### src/spa_pkg.sv
package spa_pkg;

  // Word offsets of the remote registers written by the master
  localparam logic [4:0] OFS_DIR = 5'h10;
  localparam logic [4:0] OFS_ID = 5'h11;
  localparam logic [4:0] OFS_BULK = 5'h18;

  // Access direction encodings
  localparam logic [15:0] DIR_READ = 16'h0000;
  localparam logic [15:0] DIR_WRITE = 16'h0001;

  // Target identifier ranges
  localparam logic [15:0] ID_OUT_LO = 16'h0000;
  localparam logic [15:0] ID_OUT_HI = 16'h00FF;
  localparam logic [15:0] ID_IN_LO = 16'h0200;
  localparam logic [15:0] ID_IN_HI = 16'h02FF;

  // Bulk status group commands
  localparam logic [15:0] BULK_FIRST = 16'h0040;
  localparam logic [15:0] BULK_LAST = 16'h0043;

  // Fixed message header words and size
  localparam logic [15:0] HDR_LEAD = 16'h0002;
  localparam logic [15:0] HDR_READ = 16'h1504;
  localparam logic [15:0] HDR_WRITE = 16'h1505;
  localparam logic [15:0] HDR_TAIL = 16'h0000;
  localparam logic [15:0] MSG_SIZE = 16'h0026;

  // Error information codes
  localparam logic [15:0] ERR_NONE = 16'h0000;
  localparam logic [15:0] ERR_DIR = 16'h0001;
  localparam logic [15:0] ERR_ID = 16'h0002;
  localparam logic [15:0] ERR_BUSY = 16'h0003;
  localparam logic [15:0] ERR_HDR = 16'h0004;
  localparam logic [15:0] ERR_CMD = 16'h0005;
  localparam logic [15:0] ERR_TIMEOUT = 16'h0006;
  localparam logic [15:0] ERR_FAIL = 16'h0007;
  localparam logic [15:0] ERR_ALARM = 16'h0008;

  // Slave answer wait, in clock cycles
  localparam int SLV_TIMEOUT_CYC = 1000;
  localparam int TMO_W = 12;

  // Reset values
  localparam logic [15:0] WORD_RST = 16'h0000;
  localparam logic [TMO_W-1:0] CNT_RST = 12'h000;

  typedef enum logic [1:0] {
    ST_IDLE = 2'b00,
    ST_RUN = 2'b01
  } spa_state_e;

  // Controller state
  typedef struct packed {
    spa_state_e st;
    logic req_q;
    logic done;
    logic alarm;
    logic err;
    logic [15:0] dir;
    logic [15:0] id;
    logic [15:0] err_code;
    logic [15:0] rdata;
    logic from_msg;
    logic start;
    logic xwr;
    logic xbulk;
    logic [15:0] xsel;
    logic msg_done;
    logic msg_err;
  } spa_ctl_s;

  // Link engine state
  typedef struct packed {
    logic busy;
    logic [TMO_W-1:0] cnt;
    logic done;
    logic alarm;
    logic fail;
    logic tmo;
    logic [15:0] rdata;
    logic req;
    logic wr;
    logic bulk;
    logic [15:0] sel;
  } spa_eng_s;

endpackage

### src/spa_xact_if.sv
`timescale 1ns/10ps
`default_nettype none
interface spa_xact_if;
  logic start;
  logic write;
  logic bulk;
  logic [15:0] sel;
  logic done;
  logic alarm;
  logic fail;
  logic tmo;
  logic [15:0] rdata;

  modport ctl (output start, write, bulk, sel,
               input done, alarm, fail, tmo, rdata);
  modport eng (input start, write, bulk, sel,
               output done, alarm, fail, tmo, rdata);
endinterface
`default_nettype wire

### src/spa_link_engine.sv
`timescale 1ns/10ps
`default_nettype none
module spa_link_engine
  import spa_pkg::*;
#(
  parameter int TIMEOUT_CYC = SLV_TIMEOUT_CYC
)(
  // Clock and reset
  input wire logic clk,
  input wire logic rst_b,
  // Controller side
  spa_xact_if.eng x,
  // Downstream slave network
  output logic slv_req,
  output logic slv_write,
  output logic slv_bulk,
  output logic [15:0] slv_sel,
  input wire logic slv_ack,
  input wire logic slv_alarm,
  input wire logic slv_fail,
  input wire logic [15:0] slv_rdata
);

  localparam logic [TMO_W-1:0] TMO_LAST = TMO_W'(TIMEOUT_CYC - 1);

  spa_eng_s r_reg;
  spa_eng_s r_next;

  // One transaction at a time; a silent slave is cut off by the timer
  always_comb
  begin
    r_next = r_reg;
    r_next.done = 1'b0;
    if (!r_reg.busy && x.start)
    begin
      r_next.busy = 1'b1;
      r_next.req = 1'b1;
      r_next.cnt = CNT_RST;
      r_next.wr = x.write;
      r_next.bulk = x.bulk;
      r_next.sel = x.sel;
    end
    else if (r_reg.busy)
    begin
      if (slv_ack)
      begin
        r_next.busy = 1'b0;
        r_next.req = 1'b0;
        r_next.done = 1'b1;
        r_next.alarm = slv_alarm;
        r_next.fail = slv_fail;
        r_next.tmo = 1'b0;
        r_next.rdata = slv_rdata;
      end
      else if (r_reg.cnt == TMO_LAST)
      begin
        r_next.busy = 1'b0;
        r_next.req = 1'b0;
        r_next.done = 1'b1;
        r_next.alarm = 1'b0;
        r_next.fail = 1'b0;
        r_next.tmo = 1'b1;
      end
      else
      begin
        r_next.cnt = r_reg.cnt + 1'b1;
      end
    end
  end

  always_ff @(posedge clk or negedge rst_b)
  begin
    if (!rst_b)
    begin
      r_reg <= '0;
    end
    else
    begin
      r_reg <= r_next;
    end
  end

  // Results and pins straight from flip-flops
  assign x.done = r_reg.done;
  assign x.alarm = r_reg.alarm;
  assign x.fail = r_reg.fail;
  assign x.tmo = r_reg.tmo;
  assign x.rdata = r_reg.rdata;
  assign slv_req = r_reg.req;
  assign slv_write = r_reg.wr;
  assign slv_bulk = r_reg.bulk;
  assign slv_sel = r_reg.sel;

endmodule
`default_nettype wire

### src/spa_param_access.sv
`timescale 1ns/10ps
`default_nettype none
module spa_param_access
  import spa_pkg::*;
#(
  parameter int TIMEOUT_CYC = SLV_TIMEOUT_CYC
)(
  // Clock and reset
  input wire logic clk,
  input wire logic rst_b,
  // Remote bits from the master
  input wire logic access_request_bit,
  input wire logic error_clear_request,
  // Remote register writes from the master
  input wire logic rww_wr,
  input wire logic [4:0] rww_addr,
  input wire logic [15:0] rww_wdata,
  // Message transaction from the master
  input wire logic msg_req,
  input wire logic [15:0] msg_hdr_lead,
  input wire logic [15:0] msg_hdr_kind,
  input wire logic [15:0] msg_hdr_tail,
  input wire logic [15:0] msg_target,
  input wire logic [15:0] msg_size,
  output logic msg_done,
  output logic msg_err,
  // Remote bits and words to the master
  output logic access_done_flag,
  output logic slave_alarm_flag,
  output logic access_error_flag,
  output logic [15:0] error_info_word,
  output logic [15:0] read_data_word,
  // Downstream slave network
  output logic slv_req,
  output logic slv_write,
  output logic slv_bulk,
  output logic [15:0] slv_sel,
  input wire logic slv_ack,
  input wire logic slv_alarm,
  input wire logic slv_fail,
  input wire logic [15:0] slv_rdata
);

  spa_xact_if xif ();

  spa_ctl_s r_reg;
  spa_ctl_s r_next;

  logic req_rise;
  logic bulk_go;
  logic id_ok;
  logic msg_id_ok;
  logic msg_hdr_ok;

  function automatic logic id_in_range(input logic [15:0] v);
    id_in_range = (v >= ID_OUT_LO && v <= ID_OUT_HI) ||
                  (v >= ID_IN_LO && v <= ID_IN_HI);
  endfunction

  // Held request would otherwise relaunch after every completion
  assign req_rise = access_request_bit && !r_reg.req_q;
  assign bulk_go = rww_wr && (rww_addr == OFS_BULK);
  assign id_ok = id_in_range(r_reg.id);
  assign msg_id_ok = id_in_range(msg_target);
  // Header check covers both directions of the message form
  assign msg_hdr_ok = (msg_hdr_lead == HDR_LEAD) &&
                      (msg_hdr_tail == HDR_TAIL) &&
                      (msg_size == MSG_SIZE) &&
                      (msg_hdr_kind == HDR_READ ||
                       msg_hdr_kind == HDR_WRITE);

  always_comb
  begin
    r_next = r_reg;
    r_next.req_q = access_request_bit;
    r_next.start = 1'b0;
    r_next.msg_done = 1'b0;
    r_next.msg_err = 1'b0;

    // Error reset; any set below in the same cycle wins
    if (error_clear_request)
    begin
      r_next.alarm = 1'b0;
      r_next.err = 1'b0;
    end

    // Direction and target words for the bit-driven access
    if (rww_wr && rww_addr == OFS_DIR)
    begin
      r_next.dir = rww_wdata;
    end
    if (rww_wr && rww_addr == OFS_ID)
    begin
      r_next.id = rww_wdata;
    end

    unique case (r_reg.st)
      ST_IDLE:
      begin
        if (req_rise)
        begin
          r_next.done = 1'b0;
          r_next.from_msg = 1'b0;
          if (r_reg.dir != DIR_READ && r_reg.dir != DIR_WRITE)
          begin
            r_next.done = 1'b1;
            r_next.err = 1'b1;
            r_next.err_code = ERR_DIR;
          end
          else if (!id_ok)
          begin
            r_next.done = 1'b1;
            r_next.err = 1'b1;
            r_next.err_code = ERR_ID;
          end
          else
          begin
            r_next.st = ST_RUN;
            r_next.start = 1'b1;
            r_next.xwr = (r_reg.dir == DIR_WRITE);
            r_next.xbulk = 1'b0;
            r_next.xsel = r_reg.id;
          end
          if (msg_req)
          begin
            r_next.msg_done = 1'b1;
            r_next.msg_err = 1'b1;
          end
        end
        else if (msg_req)
        begin
          r_next.done = 1'b0;
          r_next.from_msg = 1'b1;
          if (!msg_hdr_ok || !msg_id_ok)
          begin
            r_next.done = 1'b1;
            r_next.err = 1'b1;
            r_next.err_code = msg_hdr_ok ? ERR_ID : ERR_HDR;
            r_next.msg_done = 1'b1;
            r_next.msg_err = 1'b1;
          end
          else
          begin
            r_next.st = ST_RUN;
            r_next.start = 1'b1;
            r_next.xwr = (msg_hdr_kind == HDR_WRITE);
            r_next.xbulk = 1'b0;
            r_next.xsel = msg_target;
          end
        end
        else if (bulk_go)
        begin
          r_next.done = 1'b0;
          r_next.from_msg = 1'b0;
          if (rww_wdata < BULK_FIRST || rww_wdata > BULK_LAST)
          begin
            r_next.done = 1'b1;
            r_next.err = 1'b1;
            r_next.err_code = ERR_CMD;
          end
          else
          begin
            r_next.st = ST_RUN;
            r_next.start = 1'b1;
            r_next.xwr = 1'b0;
            r_next.xbulk = 1'b1;
            r_next.xsel = rww_wdata;
          end
        end
      end
      ST_RUN:
      begin
        // Only one access may be open; a message arriving meanwhile is turned away, but a same-cycle completion overwrites that reply
        if (msg_req)
        begin
          r_next.msg_done = 1'b1;
          r_next.msg_err = 1'b1;
        end
        if (xif.done)
        begin
          r_next.st = ST_IDLE;
          r_next.done = 1'b1;
          r_next.msg_done = r_reg.from_msg;
          r_next.msg_err = 1'b0;
          if (xif.alarm)
          begin
            r_next.alarm = 1'b1;
            r_next.err_code = ERR_ALARM;
            r_next.msg_err = r_reg.from_msg;
          end
          else if (xif.fail || xif.tmo)
          begin
            r_next.err = 1'b1;
            r_next.err_code = xif.tmo ? ERR_TIMEOUT : ERR_FAIL;
            r_next.msg_err = r_reg.from_msg;
          end
          else if (!r_reg.xwr)
          begin
            r_next.rdata = xif.rdata;
          end
        end
      end
    endcase
  end

  always_ff @(posedge clk or negedge rst_b)
  begin
    if (!rst_b)
    begin
      r_reg <= '0;
    end
    else
    begin
      r_reg <= r_next;
    end
  end

  // Transaction request to the link engine
  assign xif.start = r_reg.start;
  assign xif.write = r_reg.xwr;
  assign xif.bulk = r_reg.xbulk;
  assign xif.sel = r_reg.xsel;

  spa_link_engine #(
    .TIMEOUT_CYC(TIMEOUT_CYC)
  ) u_eng (
    .clk(clk),
    .rst_b(rst_b),
    .x(xif),
    .slv_req(slv_req),
    .slv_write(slv_write),
    .slv_bulk(slv_bulk),
    .slv_sel(slv_sel),
    .slv_ack(slv_ack),
    .slv_alarm(slv_alarm),
    .slv_fail(slv_fail),
    .slv_rdata(slv_rdata)
  );

  // Flags and words toward the master, all registered
  assign access_done_flag = r_reg.done;
  assign slave_alarm_flag = r_reg.alarm;
  assign access_error_flag = r_reg.err;
  assign error_info_word = r_reg.err_code;
  assign read_data_word = r_reg.rdata;
  assign msg_done = r_reg.msg_done;
  assign msg_err = r_reg.msg_err;

endmodule
`default_nettype wire

### config.mk
export PLATFORM = sky130hd
export DESIGN_NAME = spa_param_access
export DESIGN_NICKNAME = d
export VERILOG_FILES = /design/src/spa_pkg.sv /design/src/spa_xact_if.sv /design/src/spa_link_engine.sv /design/src/spa_param_access.sv
export SDC_FILE = /design/constraint.sdc
export NUM_CORES = 1
export LEC_CHECK = 0
export ABC_AREA = 0
export BUFFER_PORTS_ARGS = -buffer_cell sky130_fd_sc_hd__clkbuf_2
export CAP_MARGIN = 15
export CELL_PAD_IN_SITES_DETAIL_PLACEMENT = 1
export CELL_PAD_IN_SITES_GLOBAL_PLACEMENT = 1
export CORE_MARGIN = 10
export CORE_UTILIZATION = 40
export DETAILED_ROUTE_END_ITERATION = 6
export GPL_TIMING_DRIVEN = 0
export PLACE_DENSITY_LB_ADDON = 0.1
export SLEW_MARGIN = 15
export SYNTH_ARGS = -nofsm -noshare
export SYNTH_HDL_FRONTEND = slang
export SYNTH_SLANG_ARGS = --single-unit
### constraint.sdc
create_clock -name clk -period 2.4 [get_ports clk]
set_input_delay 0.12 -clock clk [delete_from_list [all_inputs] [get_ports clk]]
set_output_delay 0.12 -clock clk [all_outputs]
set_load 0.02 [all_outputs]
==> results.rst, run 1 <==
.. list-table::
   :header-rows: 1

   * - Metric
     - Value
   * - Yosys reg bits
     - 131
   * - Worst ir drop on vdd
     - 0.000501 V
   * - Static Leakage
     - 4.11 nW
   * - Hold wc startpoint
     - rww_wdata[1]
   * - R2R Setup Slk
     - 0.11 ns
   * - Half-perimeter wire length of the detailed placement result
     - 13700 µm
   * - Row count
     - 44
   * - Detailed Routing Iterations Pass 1
     - 4
   * - Beginning of the worst register-to-register path
     - u_eng.x.done$_DFF_PN0_
   * - Post-synthesis to final-layout area growth
     - 36.5%
   * - Final std cells w/o fill
     - 952
   * - Number of input and output port buffers inserted
     - 169
   * - Nets@finish
     - 882
   * - Async set or reset register ratio after synthesis
     - 1.00
   * - Aggregate global-route resource usage
     - 0.184
   * - Least-Margin Pin Slew
     - 0.742 ns
   * - Portion of total power attributed to the clock network
     - 0.318
   * - Clock buffer count from CTS
     - 17
   * - Worst clock skew
     - 0.00787 ns
   * - Total of max-cap violations
     - 0
   * - Average wire per cell in the routed design
     - 19.4 µm
   * - FF-to-FF path depth
     - 6
   * - Unrepaired setup endpoints after global routing
     - yes
   * - Average vias per placed instance
     - 5.03
   * - Tightest Hold Check Type
     - in -> reg
   * - Switching fraction of total power
     - 0.304
   * - Worst Hold Path Cells
     - 2
   * - Power density cells
     - 973 nW/µm²
   * - Crit. End Element
     - register
   * - Initial antenna violation count
     - 0
   * - Proportion of power drawn by combinational gates
     - 0.269
   * - Syn Inst Count
     - 517
   * - Effective utilization at floorplan
     - 0.407
   * - Portion of the post-synthesis area used by sequential elements
     - 0.556
   * - Post-synthesis cell type count
     - 50
   * - Num ports
     - 182
   * - Tcrit/Tclk final
     - 0.980
   * - Via count of the first global-routing pass
     - 5264
   * - Hold Vio Cnt, Final
     - 0
   * - Internal Power
     - 0.00545 W
   * - Clk Latency, worst-skew pair
     - 0.42 ns
   * - Detail Route Antenna Nets
     - 0
   * - Postcts setup bufs
     - 0
   * - CTS Root Buffer Type
     - sky130_fd_sc_hd__clkbuf_16
   * - Normalized max-slew margin
     - 0.501
   * - Final GP Congestion
     - 0.893
   * - Arrival time at the worst endpoint
     - 2.65 ns
   * - Type of the worst setup path
     - in -> reg
   * - Run status
     - finished clean
   * - Switching power
     - 0.00238 W
   * - Pin count of the biggest net entering global routing
     - 87
   * - Sinks on Clock Net
     - 131
   * - Synth warnings
     - 0
   * - Antenna Diode Count
     - 0
   * - Clock Pin Slew Worst Setup and Hold Paths
     - 0.05 ns
   * - Max reg flops
     - 35
   * - Startpoint class of the critical path
     - primary input
   * - Vias after detailed routing
     - 4793
   * - Y dimension of the die
     - 141 µm
   * - Mean instance size in the synthesized netlist
     - 11.4 µm²
   * - Wire length of the first global-routing pass
     - 28900 µm
   * - Final core utilization
     - 0.555
   * - Number of DRC markers after the initial detailed-route iteration
     - 227
   * - Residual DRC count
     - 0
   * - Worst-path maximum fanout
     - 4
   * - Fraction of layout cells with a size suffix above 1
     - 0.436
   * - Die Span X
     - 141 µm
   * - Destination of the worst hold path
     - r_reg[55]$_DFFE_PN0P_
   * - Most used cells in the layout excluding fill and tap cells
     - 169 x sky130_fd_sc_hd__clkbuf_2, 131 x sky130_fd_sc_hd__dfrtp_1, 75 x sky130_fd_sc_hd__nand2_1
   * - Worst hold slack after final layout
     - 0.0304 ns
   * - Die area
     - 20000 µm²
   * - Final-layout fill cell count
     - 1619
   * - Final slew viol count
     - 0
   * - Setup-failing EPs final
     - 0
   * - Count of flip-flops with a built-in enable after synthesis
     - 0
   * - Reg2Reg Capture Point
     - read_data_word[12]$_DFFE_PN0P_
   * - Inst Count DP
     - 882
   * - Global route total overflow
     - 0
   * - TritonCTS clock tree
     - built
   * - Area of the mapped netlist
     - 5890 µm²
   * - Maximum buffer depth of the clock tree
     - 2
   * - Number of levels the H-tree was split into
     - 4
   * - Achievable frequency
     - 425 MHz
   * - Most frequent standard cell in the layout excluding fill and tap cells
     - sky130_fd_sc_hd__clkbuf_2
   * - Required time of the critical path
     - 2.70 ns
   * - Core area
     - 14500 µm²
   * - Power share of the sequential group
     - 0.414
   * - Summed negative setup slack over all endpoints
     - 0 ns
   * - Shortest clock period the worst path allows after layout
     - 2.35 ns
   * - Final wirelength
     - 18500 µm
   * - Commonest register cell after synthesis
     - sky130_fd_sc_hd__dfrtp_1
-- kinds of logic (layout without fill, tap and decap cells) --
| group | after synthesis | count (layout) | share of synthesized area |
|---|---|---|---|
| simple gates | 168 | 168 | 0.141 |
| flops | 131 | 131 | 0.556 |
| buf+inv | 78 | 318 | 0.0824 |
| mux | 70 | 70 | 0.134 |
| compound gates | 61 | 61 | 0.0735 |
| xor+xnor | 7 | 7 | 0.0104 |
| fa+ha+maj | 1 | 1 | 0.00212 |
| other cells | 1 | 12 | 0.000637 |
-- synthesized netlist by cell type (4+ instances only) --
master | instances | area share
sky130_fd_sc_hd__clkbuf_1 | 12 | 0.0076
sky130_fd_sc_hd__nand4_1 | 6 | 0.0064
sky130_fd_sc_hd__nor4b_1 | 7 | 0.010
sky130_fd_sc_hd__buf_2 | 4 | 0.0034
sky130_fd_sc_hd__inv_1 | 11 | 0.0070
sky130_fd_sc_hd__mux2_2 | 69 | 0.13
sky130_fd_sc_hd__nor4_1 | 17 | 0.018
sky130_fd_sc_hd__nor2b_1 | 10 | 0.011
sky130_fd_sc_hd__nand3_1 | 13 | 0.011
sky130_fd_sc_hd__a21oi_1 | 10 | 0.0085
sky130_fd_sc_hd__dfrtp_1 | 131 | 0.56
sky130_fd_sc_hd__xor2_1 | 4 | 0.0059
sky130_fd_sc_hd__nor2_1 | 16 | 0.010
sky130_fd_sc_hd__buf_4 | 50 | 0.064
sky130_fd_sc_hd__nor3_1 | 9 | 0.0076
sky130_fd_sc_hd__a2bb2oi_1 | 10 | 0.015
sky130_fd_sc_hd__o21ai_0 | 17 | 0.014
sky130_fd_sc_hd__nand2_1 | 75 | 0.048
-- metrics by stage --
stage / total power (W) / setup slack [ns] / area (µm²)
global route: 0.00827 / -0.0474 / 8040
CTS: 0.00790 / 0.0165 / 8010
floorplan: 0.00456 / 0.408 / 5930
global placement: 0.00522 / -0.838 / 7010
finish: 0.00782 / 0.0473 / 8040
detailed placement: 0.00532 / -0.426 / 7040
-- critical path, cell delays in order --
cell,delay (ns)
sky130_fd_sc_hd__dlygate4sd3_1,0.54
sky130_fd_sc_hd__clkbuf_2,0.13
sky130_fd_sc_hd__or4_1,0.43
sky130_fd_sc_hd__or4_4,0.45
sky130_fd_sc_hd__o22ai_2,0.18
sky130_fd_sc_hd__o41ai_1,0.13
sky130_fd_sc_hd__a31oi_2,0.29
sky130_fd_sc_hd__mux2_2,0.37
-- area by class of cell --
cell class              count  area (µm²)  area share
clock buffers              24         502      0.0624
repair buffers            208        1260       0.157
clock inverters             8        75.1     0.00934
inverters                  11        41.3     0.00514
plain buffers              67         445      0.0554
multi-input cells         319        2210       0.274
well taps                 184         230      0.0286
flip-flops and latches    131        3280       0.408
-- power by group through the flow --
stage,logic [W],clock network (W),registers [W]
global route,0.00231,0.00264,0.00332
detailed placement,0.00206,0,0.00326
finish,0.00210,0.00248,0.00324
global placement,0.00200,0,0.00322
floorplan,0.00137,0,0.00318
CTS,0.00213,0.00254,0.00323
-- worst max path at each step --
stage / startpoint / end / depth (start not counted)
floorplan: u_eng.r_reg[39]$_DFFE_PN0P_ / u_eng.r_reg[45]$_DFFE_PN0P_ / 7
global placement: rst_b / u_eng.x.rdata[5]$_DFFE_PN0P_ / 1
detailed placement: msg_hdr_tail[1] / error_info_word[1]$_DFFE_PN0P_ / 7
CTS: msg_hdr_tail[1] / error_info_word[1]$_DFFE_PN0P_ / 7
global route: rww_wdata[3] / xif.sel[6]$_DFFE_PN0P_ / 9
finish: rww_wdata[3] / error_info_word[1]$_DFFE_PN0P_ / 8
-- layer usage --
| metal | GRT usage | vias to the layer above | share of wire | routed length, µm |
|---|---|---|---|---|
| li1 | - | 2243 | - | - |
| met1 | 0.200 | 2333 | 0.38 | 6970 |
| met2 | 0.321 | 184 | 0.50 | 9270 |
| met3 | 0.0587 | 33 | 0.089 | 1640 |
| met4 | 0.0810 | 0 | 0.031 | 572 |
| met5 | 0 | - | 0 | 0 |
-- timing repair --
item                                   4_1_cts  5_1_grt
endpoints found under the hold margin       94        0
setup endpoints to repair                    6       13
pin swaps                                    0        1
hold buffers                                38        0
gates resized for setup                      2        7
No activity file was read; power rests on OpenSTA's default activity.
==> run 2, diff against run 1 <==
--- a/config.mk
+++ b/config.mk
@@ -8,13 +8,11 @@
 export ABC_AREA = 0
 export BUFFER_PORTS_ARGS = -buffer_cell sky130_fd_sc_hd__clkbuf_2
 export CAP_MARGIN = 15
-export CELL_PAD_IN_SITES_DETAIL_PLACEMENT = 1
-export CELL_PAD_IN_SITES_GLOBAL_PLACEMENT = 1
 export CORE_MARGIN = 10
-export CORE_UTILIZATION = 40
+export CORE_UTILIZATION = 51
 export DETAILED_ROUTE_END_ITERATION = 6
 export GPL_TIMING_DRIVEN = 0
-export PLACE_DENSITY_LB_ADDON = 0.1
+export PLACE_DENSITY = 0.8
 export SLEW_MARGIN = 15
 export SYNTH_ARGS = -nofsm -noshare
 export SYNTH_HDL_FRONTEND = slang
==> run 2 against run 1 <==
- first-iteration DRC count increased by 70%
- sequential cell count stayed put
- register-to-register slack lost 0.04 ns
- global-route usage grew 1.7 points
- critical endpoint is now xif.sel[0]$_DFFE_PN0P_
- sequential share of layout area is essentially flat
- critical path depth is 1 lower
- sequential power is essentially flat
- the flow now finishes with violations (negative setup slack)
- combinational power about the same
==> results.rst, run 2 (synthesized netlist as in run 1, its figures left out) <==
.. list-table::
   :header-rows: 1

   * - Metric
     - Value
   * - Proportion of power drawn by combinational gates
     - 0.261
   * - FF-to-FF path depth
     - 6
   * - Number of input and output port buffers inserted
     - 169
   * - Shortest clock period the worst path allows after layout
     - 2.42 ns
   * - Row count
     - 39
   * - Final core utilization
     - 0.707
   * - Sinks on Clock Net
     - 131
   * - Post-synthesis to final-layout area growth
     - 36.5%
   * - Core area
     - 11400 µm²
   * - Number of DRC markers after the initial detailed-route iteration
     - 387
   * - Final std cells w/o fill
     - 913
   * - Final-layout fill cell count
     - 834
   * - Sequential cell area in the final layout
     - 3280 µm²
   * - Cells along the critical path
     - dlygate4sd3_1 > clkbuf_2 > or4_1 > or4_1 > nor4_1 > a221oi_1 > a2bb2oi_1
   * - Detail Route Antenna Nets
     - 0
   * - Worst-path maximum fanout
     - 4
   * - Worst Hold Path Cells
     - 3
   * - Aggregate global-route resource usage
     - 0.200
   * - Effective utilization at floorplan
     - 0.518
   * - Pin count of the biggest net entering global routing
     - 69
   * - Unrepaired setup endpoints after global routing
     - yes
   * - Antenna Diode Count
     - 0
   * - Crit. End Element
     - register
   * - Residual DRC count
     - 0
   * - Setup-failing EPs final
     - 1
   * - Tightest Hold Check Type
     - in -> reg
   * - Hold Vio Cnt, Final
     - 0
   * - Worst clock skew
     - 0.00983 ns
   * - Max incr delay on CP
     - 0.62 ns
   * - Number of levels the H-tree was split into
     - 4
   * - Type of the worst setup path
     - in -> reg
   * - Vias after detailed routing
     - 4766
   * - Normalized max-slew margin
     - 0.468
   * - Switching power
     - 0.00238 W
   * - Initial antenna violation count
     - 0
   * - Least-Margin Pin Slew
     - 0.791 ns
   * - Multi-input gate area
     - 2190 µm²
   * - Final slew viol count
     - 0
   * - Maximum buffer depth of the clock tree
     - 2
   * - CTS Root Buffer Type
     - sky130_fd_sc_hd__clkbuf_16
   * - Worst hold slack after final layout
     - 0.0385 ns
   * - Startpoint of the most critical setup path
     - rww_wdata[3]
   * - Required time of the critical path
     - 2.73 ns
   * - Num ports
     - 182
   * - Achievable frequency
     - 414 MHz
   * - Max reg flops
     - 35
   * - Clk Latency, worst-skew pair
     - 0.41 ns
   * - Static Leakage
     - 4.13 nW
   * - Power share of the sequential group
     - 0.402
   * - Final GP Congestion
     - 0.918
   * - TritonCTS clock tree
     - built
   * - Average wire per cell in the routed design
     - 17.6 µm
   * - Die Span X
     - 127 µm
   * - Y dimension of the die
     - 127 µm
   * - Clock buffer count from CTS
     - 17
   * - Failing checks
     - negative setup slack
   * - Worst ir drop on vdd
     - 0.000643 V
   * - Via count of the first global-routing pass
     - 5151
   * - Total of max-cap violations
     - 0
   * - Nets@finish
     - 884
   * - Average vias per placed instance
     - 5.22
   * - Worst slack at placement
     - -0.176 ns
   * - Clock Pin Slew Worst Setup and Hold Paths
     - 0.06 ns
   * - Run status
     - finished, violations left
   * - Internal Power
     - 0.00564 W
   * - Fin worst setup slack
     - -0.0180 ns
   * - Hold wc startpoint
     - msg_target[6]
   * - Summed negative setup slack over all endpoints
     - -0.0180 ns
   * - Crit-path most repeated cell
     - sky130_fd_sc_hd__or4_1
   * - Half-perimeter wire length of the detailed placement result
     - 11700 µm
   * - Wire length of the first global-routing pass
     - 26400 µm
   * - Global route total overflow
     - 0
   * - Portion of total power attributed to the clock network
     - 0.336
   * - Slowest cell on crit path
     - sky130_fd_sc_hd__nor4_1
   * - Most used cells in the layout excluding fill and tap cells
     - 169 x sky130_fd_sc_hd__clkbuf_2, 131 x sky130_fd_sc_hd__dfrtp_1, 75 x sky130_fd_sc_hd__nand2_1
   * - Fraction of layout cells with a size suffix above 1
     - 0.435
   * - Beginning of the worst register-to-register path
     - u_eng.x.done$_DFF_PN0_
   * - Tcrit/Tclk final
     - 1.01
   * - Most frequent standard cell in the layout excluding fill and tap cells
     - sky130_fd_sc_hd__clkbuf_2
   * - Startpoint class of the critical path
     - primary input
   * - Power density cells
     - 998 nW/µm²
   * - Switching fraction of total power
     - 0.297
   * - Final wirelength
     - 16000 µm
   * - Detailed Routing Iterations Pass 1
     - 4
   * - Inst Count DP
     - 841
   * - Die area
     - 16200 µm²
   * - Arrival time at the worst endpoint
     - 2.75 ns
==> run 2: cell count changes in the layout (fill, tap and decap cells not counted), moves of 2 or more <==
cell / previous run / this run
sky130_fd_sc_hd__bufinv_16: 1 / 3
sky130_fd_sc_hd__clkbuf_1: 13 / 11
sky130_fd_sc_hd__clkinv_2: 4 / 2
sky130_fd_sc_hd__clkinvlp_4: 1 / 3
sky130_fd_sc_hd__inv_6: 0 / 2
==> run 2: per-layer routing <==
layer	GRT usage	vias up	part of all wire
met5	0	-	0
met2	0.334	184	0.50
met4	0.0690	0	0.014
li1	-	2249	-
met3	0.0707	23	0.080
met1	0.235	2310	0.41
==> run 2: metrics by stage <==
step                total power [W]  instance area [µm²]
finish                      0.00802                 8040
global route                0.00843                 8040
CTS                         0.00805                 8030
detailed placement          0.00526                 6990
global placement            0.00515                 6960
floorplan                   0.00456                 5930
==> run 2: worst max-delay path, delay by kind of cell <==
kind / cells / cell delay (ns)
simple gates: 3 / 1.49
buf+inv: 2 / 0.68
compound gates: 2 / 0.45
==> run 2: power by group through the flow <==
| stage | logic [W] | clock network, W | registers (W) |
|---|---|---|---|
| 3_3_place_gp | 0.00194 | 0 | 0.00320 |
| 4_1_cts | 0.00209 | 0.00274 | 0.00322 |
| 5_1_grt | 0.00229 | 0.00284 | 0.00330 |
| 2_1_floorplan | 0.00137 | 0 | 0.00318 |
| 6_report | 0.00210 | 0.00270 | 0.00323 |
| 3_5_place_dp | 0.00202 | 0 | 0.00324 |
==> run 2: final timing paths <==
path                                                  to  slack (ns)
setup / recovery                  xif.sel[0]$_DFFE_PN0P_       -0.02
hold / removal                    xif.sel[6]$_DFFE_PN0P_        0.04
setup reg to reg           read_data_word[8]$_DFFE_PN0P_        0.07
hold reg to reg            u_eng.slv_sel[12]$_DFFE_PN0P_        0.46
max in group asynchronous    u_eng.r_reg[50]$_DFFE_PN0P_        1.46
min in group asynchronous  read_data_word[7]$_DFFE_PN0P_        0.24
==> run 2: timing repair <==
action                     4_1_cts  5_1_grt
hold buffers                    39        0
hold endpoints to repair       115        0
pin swaps                        0        0
setup endpoints to repair        4       14
gates resized for setup          2        4
setup buffers                    0        1
==> run 2: cell type report <==
type / instances / area share
Timing Repair Buffer: 210 / 0.159
Clock buffer: 21 / 0.0597
Sequential cell: 131 / 0.408
Clock inverter: 11 / 0.0185
Inverter: 11 / 0.00513
Multi-Input combinational cell: 319 / 0.272
Buffer: 67 / 0.0554
Tap cell: 143 / 0.0222
==> run 3, diff against run 2 <==
==> constraint.sdc (replaced) <==
create_clock -name clk -period 2.6 [get_ports clk]
set_input_delay 0.13 -clock clk [delete_from_list [all_inputs] [get_ports clk]]
set_output_delay 0.13 -clock clk [all_outputs]
set_load 0.02 [all_outputs]
==> run 3 against run 2 <==
- the run now ends clean
- worst setup slack improved by 0.11 ns
- global-route usage increased by 0.072 points
- cell count decreased by 0.44%
- worst hold slack got worse by 0.029 ns
- critical path depth unchanged
- via count increased by 0.73%
- utilization decreased by 0.42 points
- register-to-register slack improved by 0.19 ns
- largest power group unchanged
==> results.rst, run 3 (synthesized netlist as in run 1, its figures left out) <==
.. list-table::
   :header-rows: 1

   * - Metric
     - Value
   * - Power share of the sequential group
     - 0.402
   * - Most used cells in the layout excluding fill and tap cells
     - 168 x sky130_fd_sc_hd__clkbuf_2, 131 x sky130_fd_sc_hd__dfrtp_1, 75 x sky130_fd_sc_hd__nand2_1
   * - Final GP Congestion
     - 0.918
   * - Tcrit/Tclk final
     - 0.967
   * - Tightest Hold Check Type
     - in -> reg
   * - CTS Root Buffer Type
     - sky130_fd_sc_hd__clkbuf_16
   * - Inst Count DP
     - 841
   * - Type of the worst setup path
     - in -> reg
   * - Worst clock skew
     - 0.00880 ns
   * - Average vias per placed instance
     - 5.28
   * - Arrival time at the worst endpoint
     - 2.85 ns
   * - Fin worst setup slack
     - 0.0870 ns
   * - Startpoint class of the critical path
     - primary input
   * - Normalized max-slew margin
     - 0.474
   * - Y dimension of the die
     - 127 µm
   * - Proportion of power drawn by combinational gates
     - 0.260
   * - Switching fraction of total power
     - 0.298
   * - Maximum buffer depth of the clock tree
     - 2
   * - Final wirelength
     - 16100 µm
   * - Shortest clock period the worst path allows after layout
     - 2.51 ns
   * - Required time of the critical path
     - 2.93 ns
   * - Average wire per cell in the routed design
     - 17.7 µm
   * - Die Span X
     - 127 µm
   * - Vias after detailed routing
     - 4801
   * - Most frequent standard cell in the layout excluding fill and tap cells
     - sky130_fd_sc_hd__clkbuf_2
   * - Detail Route Antenna Nets
     - 0
   * - Postcts setup bufs
     - 0
   * - Final std cells w/o fill
     - 909
   * - Pin count of the biggest net entering global routing
     - 69
   * - Max incr delay on CP
     - 0.62 ns
   * - Beginning of the worst register-to-register path
     - u_eng.x.done$_DFF_PN0_
   * - Final slew viol count
     - 0
   * - Clk Latency, worst-skew pair
     - 0.42 ns
   * - Hold Vio Cnt, Final
     - 0
   * - Crit-path most repeated cell
     - sky130_fd_sc_hd__or4_1
   * - Summed negative setup slack over all endpoints
     - 0 ns
   * - Nets@finish
     - 880
   * - Effective utilization at floorplan
     - 0.518
   * - Global Route met1 Usage
     - 0.236
   * - Most utilized layer in the global route result
     - met2
   * - Number of input and output port buffers inserted
     - 169
   * - Wire length of the first global-routing pass
     - 26500 µm
   * - Residual DRC count
     - 0
   * - TritonCTS clock tree
     - built
   * - Row count
     - 39
   * - Number of DRC markers after the initial detailed-route iteration
     - 352
   * - Via count of the first global-routing pass
     - 5108
   * - Aggregate global-route resource usage
     - 0.201
   * - Run status
     - finished clean
   * - Num ports
     - 182
   * - Power density cells
     - 926 nW/µm²
   * - Overall power consumption
     - 0.00740 W
   * - Achievable frequency
     - 398 MHz
   * - Cells along the critical path
     - dlygate4sd3_1 > clkbuf_2 > or4_1 > or4_1 > nor4_1 > a221oi_1 > a2bb2oi_1
   * - Worst-path maximum fanout
     - 4
   * - Clock buffer count from CTS
     - 17
   * - Total of max-cap violations
     - 0
   * - Internal Power
     - 0.00520 W
   * - Worst hold slack after final layout
     - 0.00972 ns
   * - CP Buf/Inv Count
     - 2
   * - Startpoint of the most critical setup path
     - rww_wdata[4]
   * - Switching power
     - 0.00220 W
   * - Sinks on Clock Net
     - 131
   * - Core area
     - 11400 µm²
   * - Setup-failing EPs final
     - 0
   * - Initial antenna violation count
     - 0
   * - Static Leakage
     - 4.11 nW
   * - Met2 Track Usage GR
     - 0.336
   * - Unrepaired setup endpoints after global routing
     - no
   * - Number of levels the H-tree was split into
     - 4
   * - Portion of total power attributed to the clock network
     - 0.338
   * - CP delay by family, top
     - simple AND/OR/NAND/NOR gates
   * - Hold wc startpoint
     - slv_ack
   * - Slowest cell on crit path
     - sky130_fd_sc_hd__nor4_1
   * - Fraction of layout cells with a size suffix above 1
     - 0.432
   * - Global route total overflow
     - 0
   * - Met3 Resource Use GR
     - 0.0674
   * - Detailed Routing Iterations Pass 1
     - 5
   * - Clock Pin Slew Worst Setup and Hold Paths
     - 0.06 ns
   * - Worst ir drop on vdd
     - 0.000611 V
   * - Die area
     - 16200 µm²
   * - Least-Margin Pin Slew
     - 0.781 ns
   * - Max reg flops
     - 35
   * - Half-perimeter wire length of the detailed placement result
     - 11700 µm
   * - Crit. End Element
     - register
   * - Antenna Diode Count
     - 0
   * - Post-synthesis to final-layout area growth
     - 35.7%
   * - Worst slack at placement
     - 0.0140 ns
==> run 3: cell count changes in the layout (fill, tap and decap cells not counted), sizes merged <==
cell and change:
buf -1, dlygate4sd3 -3
==> run 3: through the flow <==
| stage | util | area (µm²) |
|---|---|---|
| after floorplan | - | 5930 |
| after global placement | 0.612 | 6960 |
| after detailed placement | 0.615 | 6990 |
| after CTS | 0.702 | 7980 |
| after global routing | 0.703 | 8000 |
| final | 0.703 | 8000 |
==> run 3: routing by layer <==
layer | up-vias | share of wire
met2 | 192 | 0.51
li1 | 2243 | -
met3 | 31 | 0.081
met4 | 0 | 0.017
met1 | 2335 | 0.40
met5 | - | 0
==> run 3: power by group through the flow <==
stage          combinational (W)  clock (W)  sequential [W]
2_1_floorplan            0.00127          0         0.00294
3_3_place_gp             0.00179          0         0.00296
3_5_place_dp             0.00186          0         0.00299
4_1_cts                  0.00192    0.00253         0.00297
5_1_grt                  0.00210    0.00262         0.00305
6_report                 0.00192    0.00250         0.00298
==> run 3: final timing paths <==
| path | depth (start not counted) | endpoint | slack (ns) |
|---|---|---|---|
| setup / recovery | 7 | xif.sel[0]$_DFFE_PN0P_ | 0.09 |
| hold / removal | 3 | u_eng.x.fail$_DFFE_PN0P_ | 0.01 |
| setup reg to reg | 6 | read_data_word[8]$_DFFE_PN0P_ | 0.26 |
| hold reg to reg | 2 | u_eng.slv_sel[12]$_DFFE_PN0P_ | 0.46 |
| max in group asynchronous | 3 | u_eng.r_reg[50]$_DFFE_PN0P_ | 1.65 |
| min in group asynchronous | 2 | read_data_word[7]$_DFFE_PN0P_ | 0.25 |
==> run 3: area by class of cell <==
class | instances | area [µm²]
inverter | 11 | 41.3
fill | 839 | 3370
timing repair buffer | 206 | 1240
tap | 143 | 179
buffer | 67 | 444
sequential | 131 | 3280
multi-input combinational | 319 | 2180
clock buffer | 21 | 480
clock inverter | 11 | 149
==> run 3: worst min-delay path: stages <==
cell and delay (ns):
sky130_fd_sc_hd__clkbuf_2 0.10, sky130_fd_sc_hd__nand3_1 0.10, sky130_fd_sc_hd__nand2_1 0.05
==> run 3: what timing repair did <==
action / CTS / global route
endpoints found under the hold margin: 109 / 0
hold buffers: 36 / 0
gates resized for setup: 0 / 2
setup endpoints to repair: 0 / 8
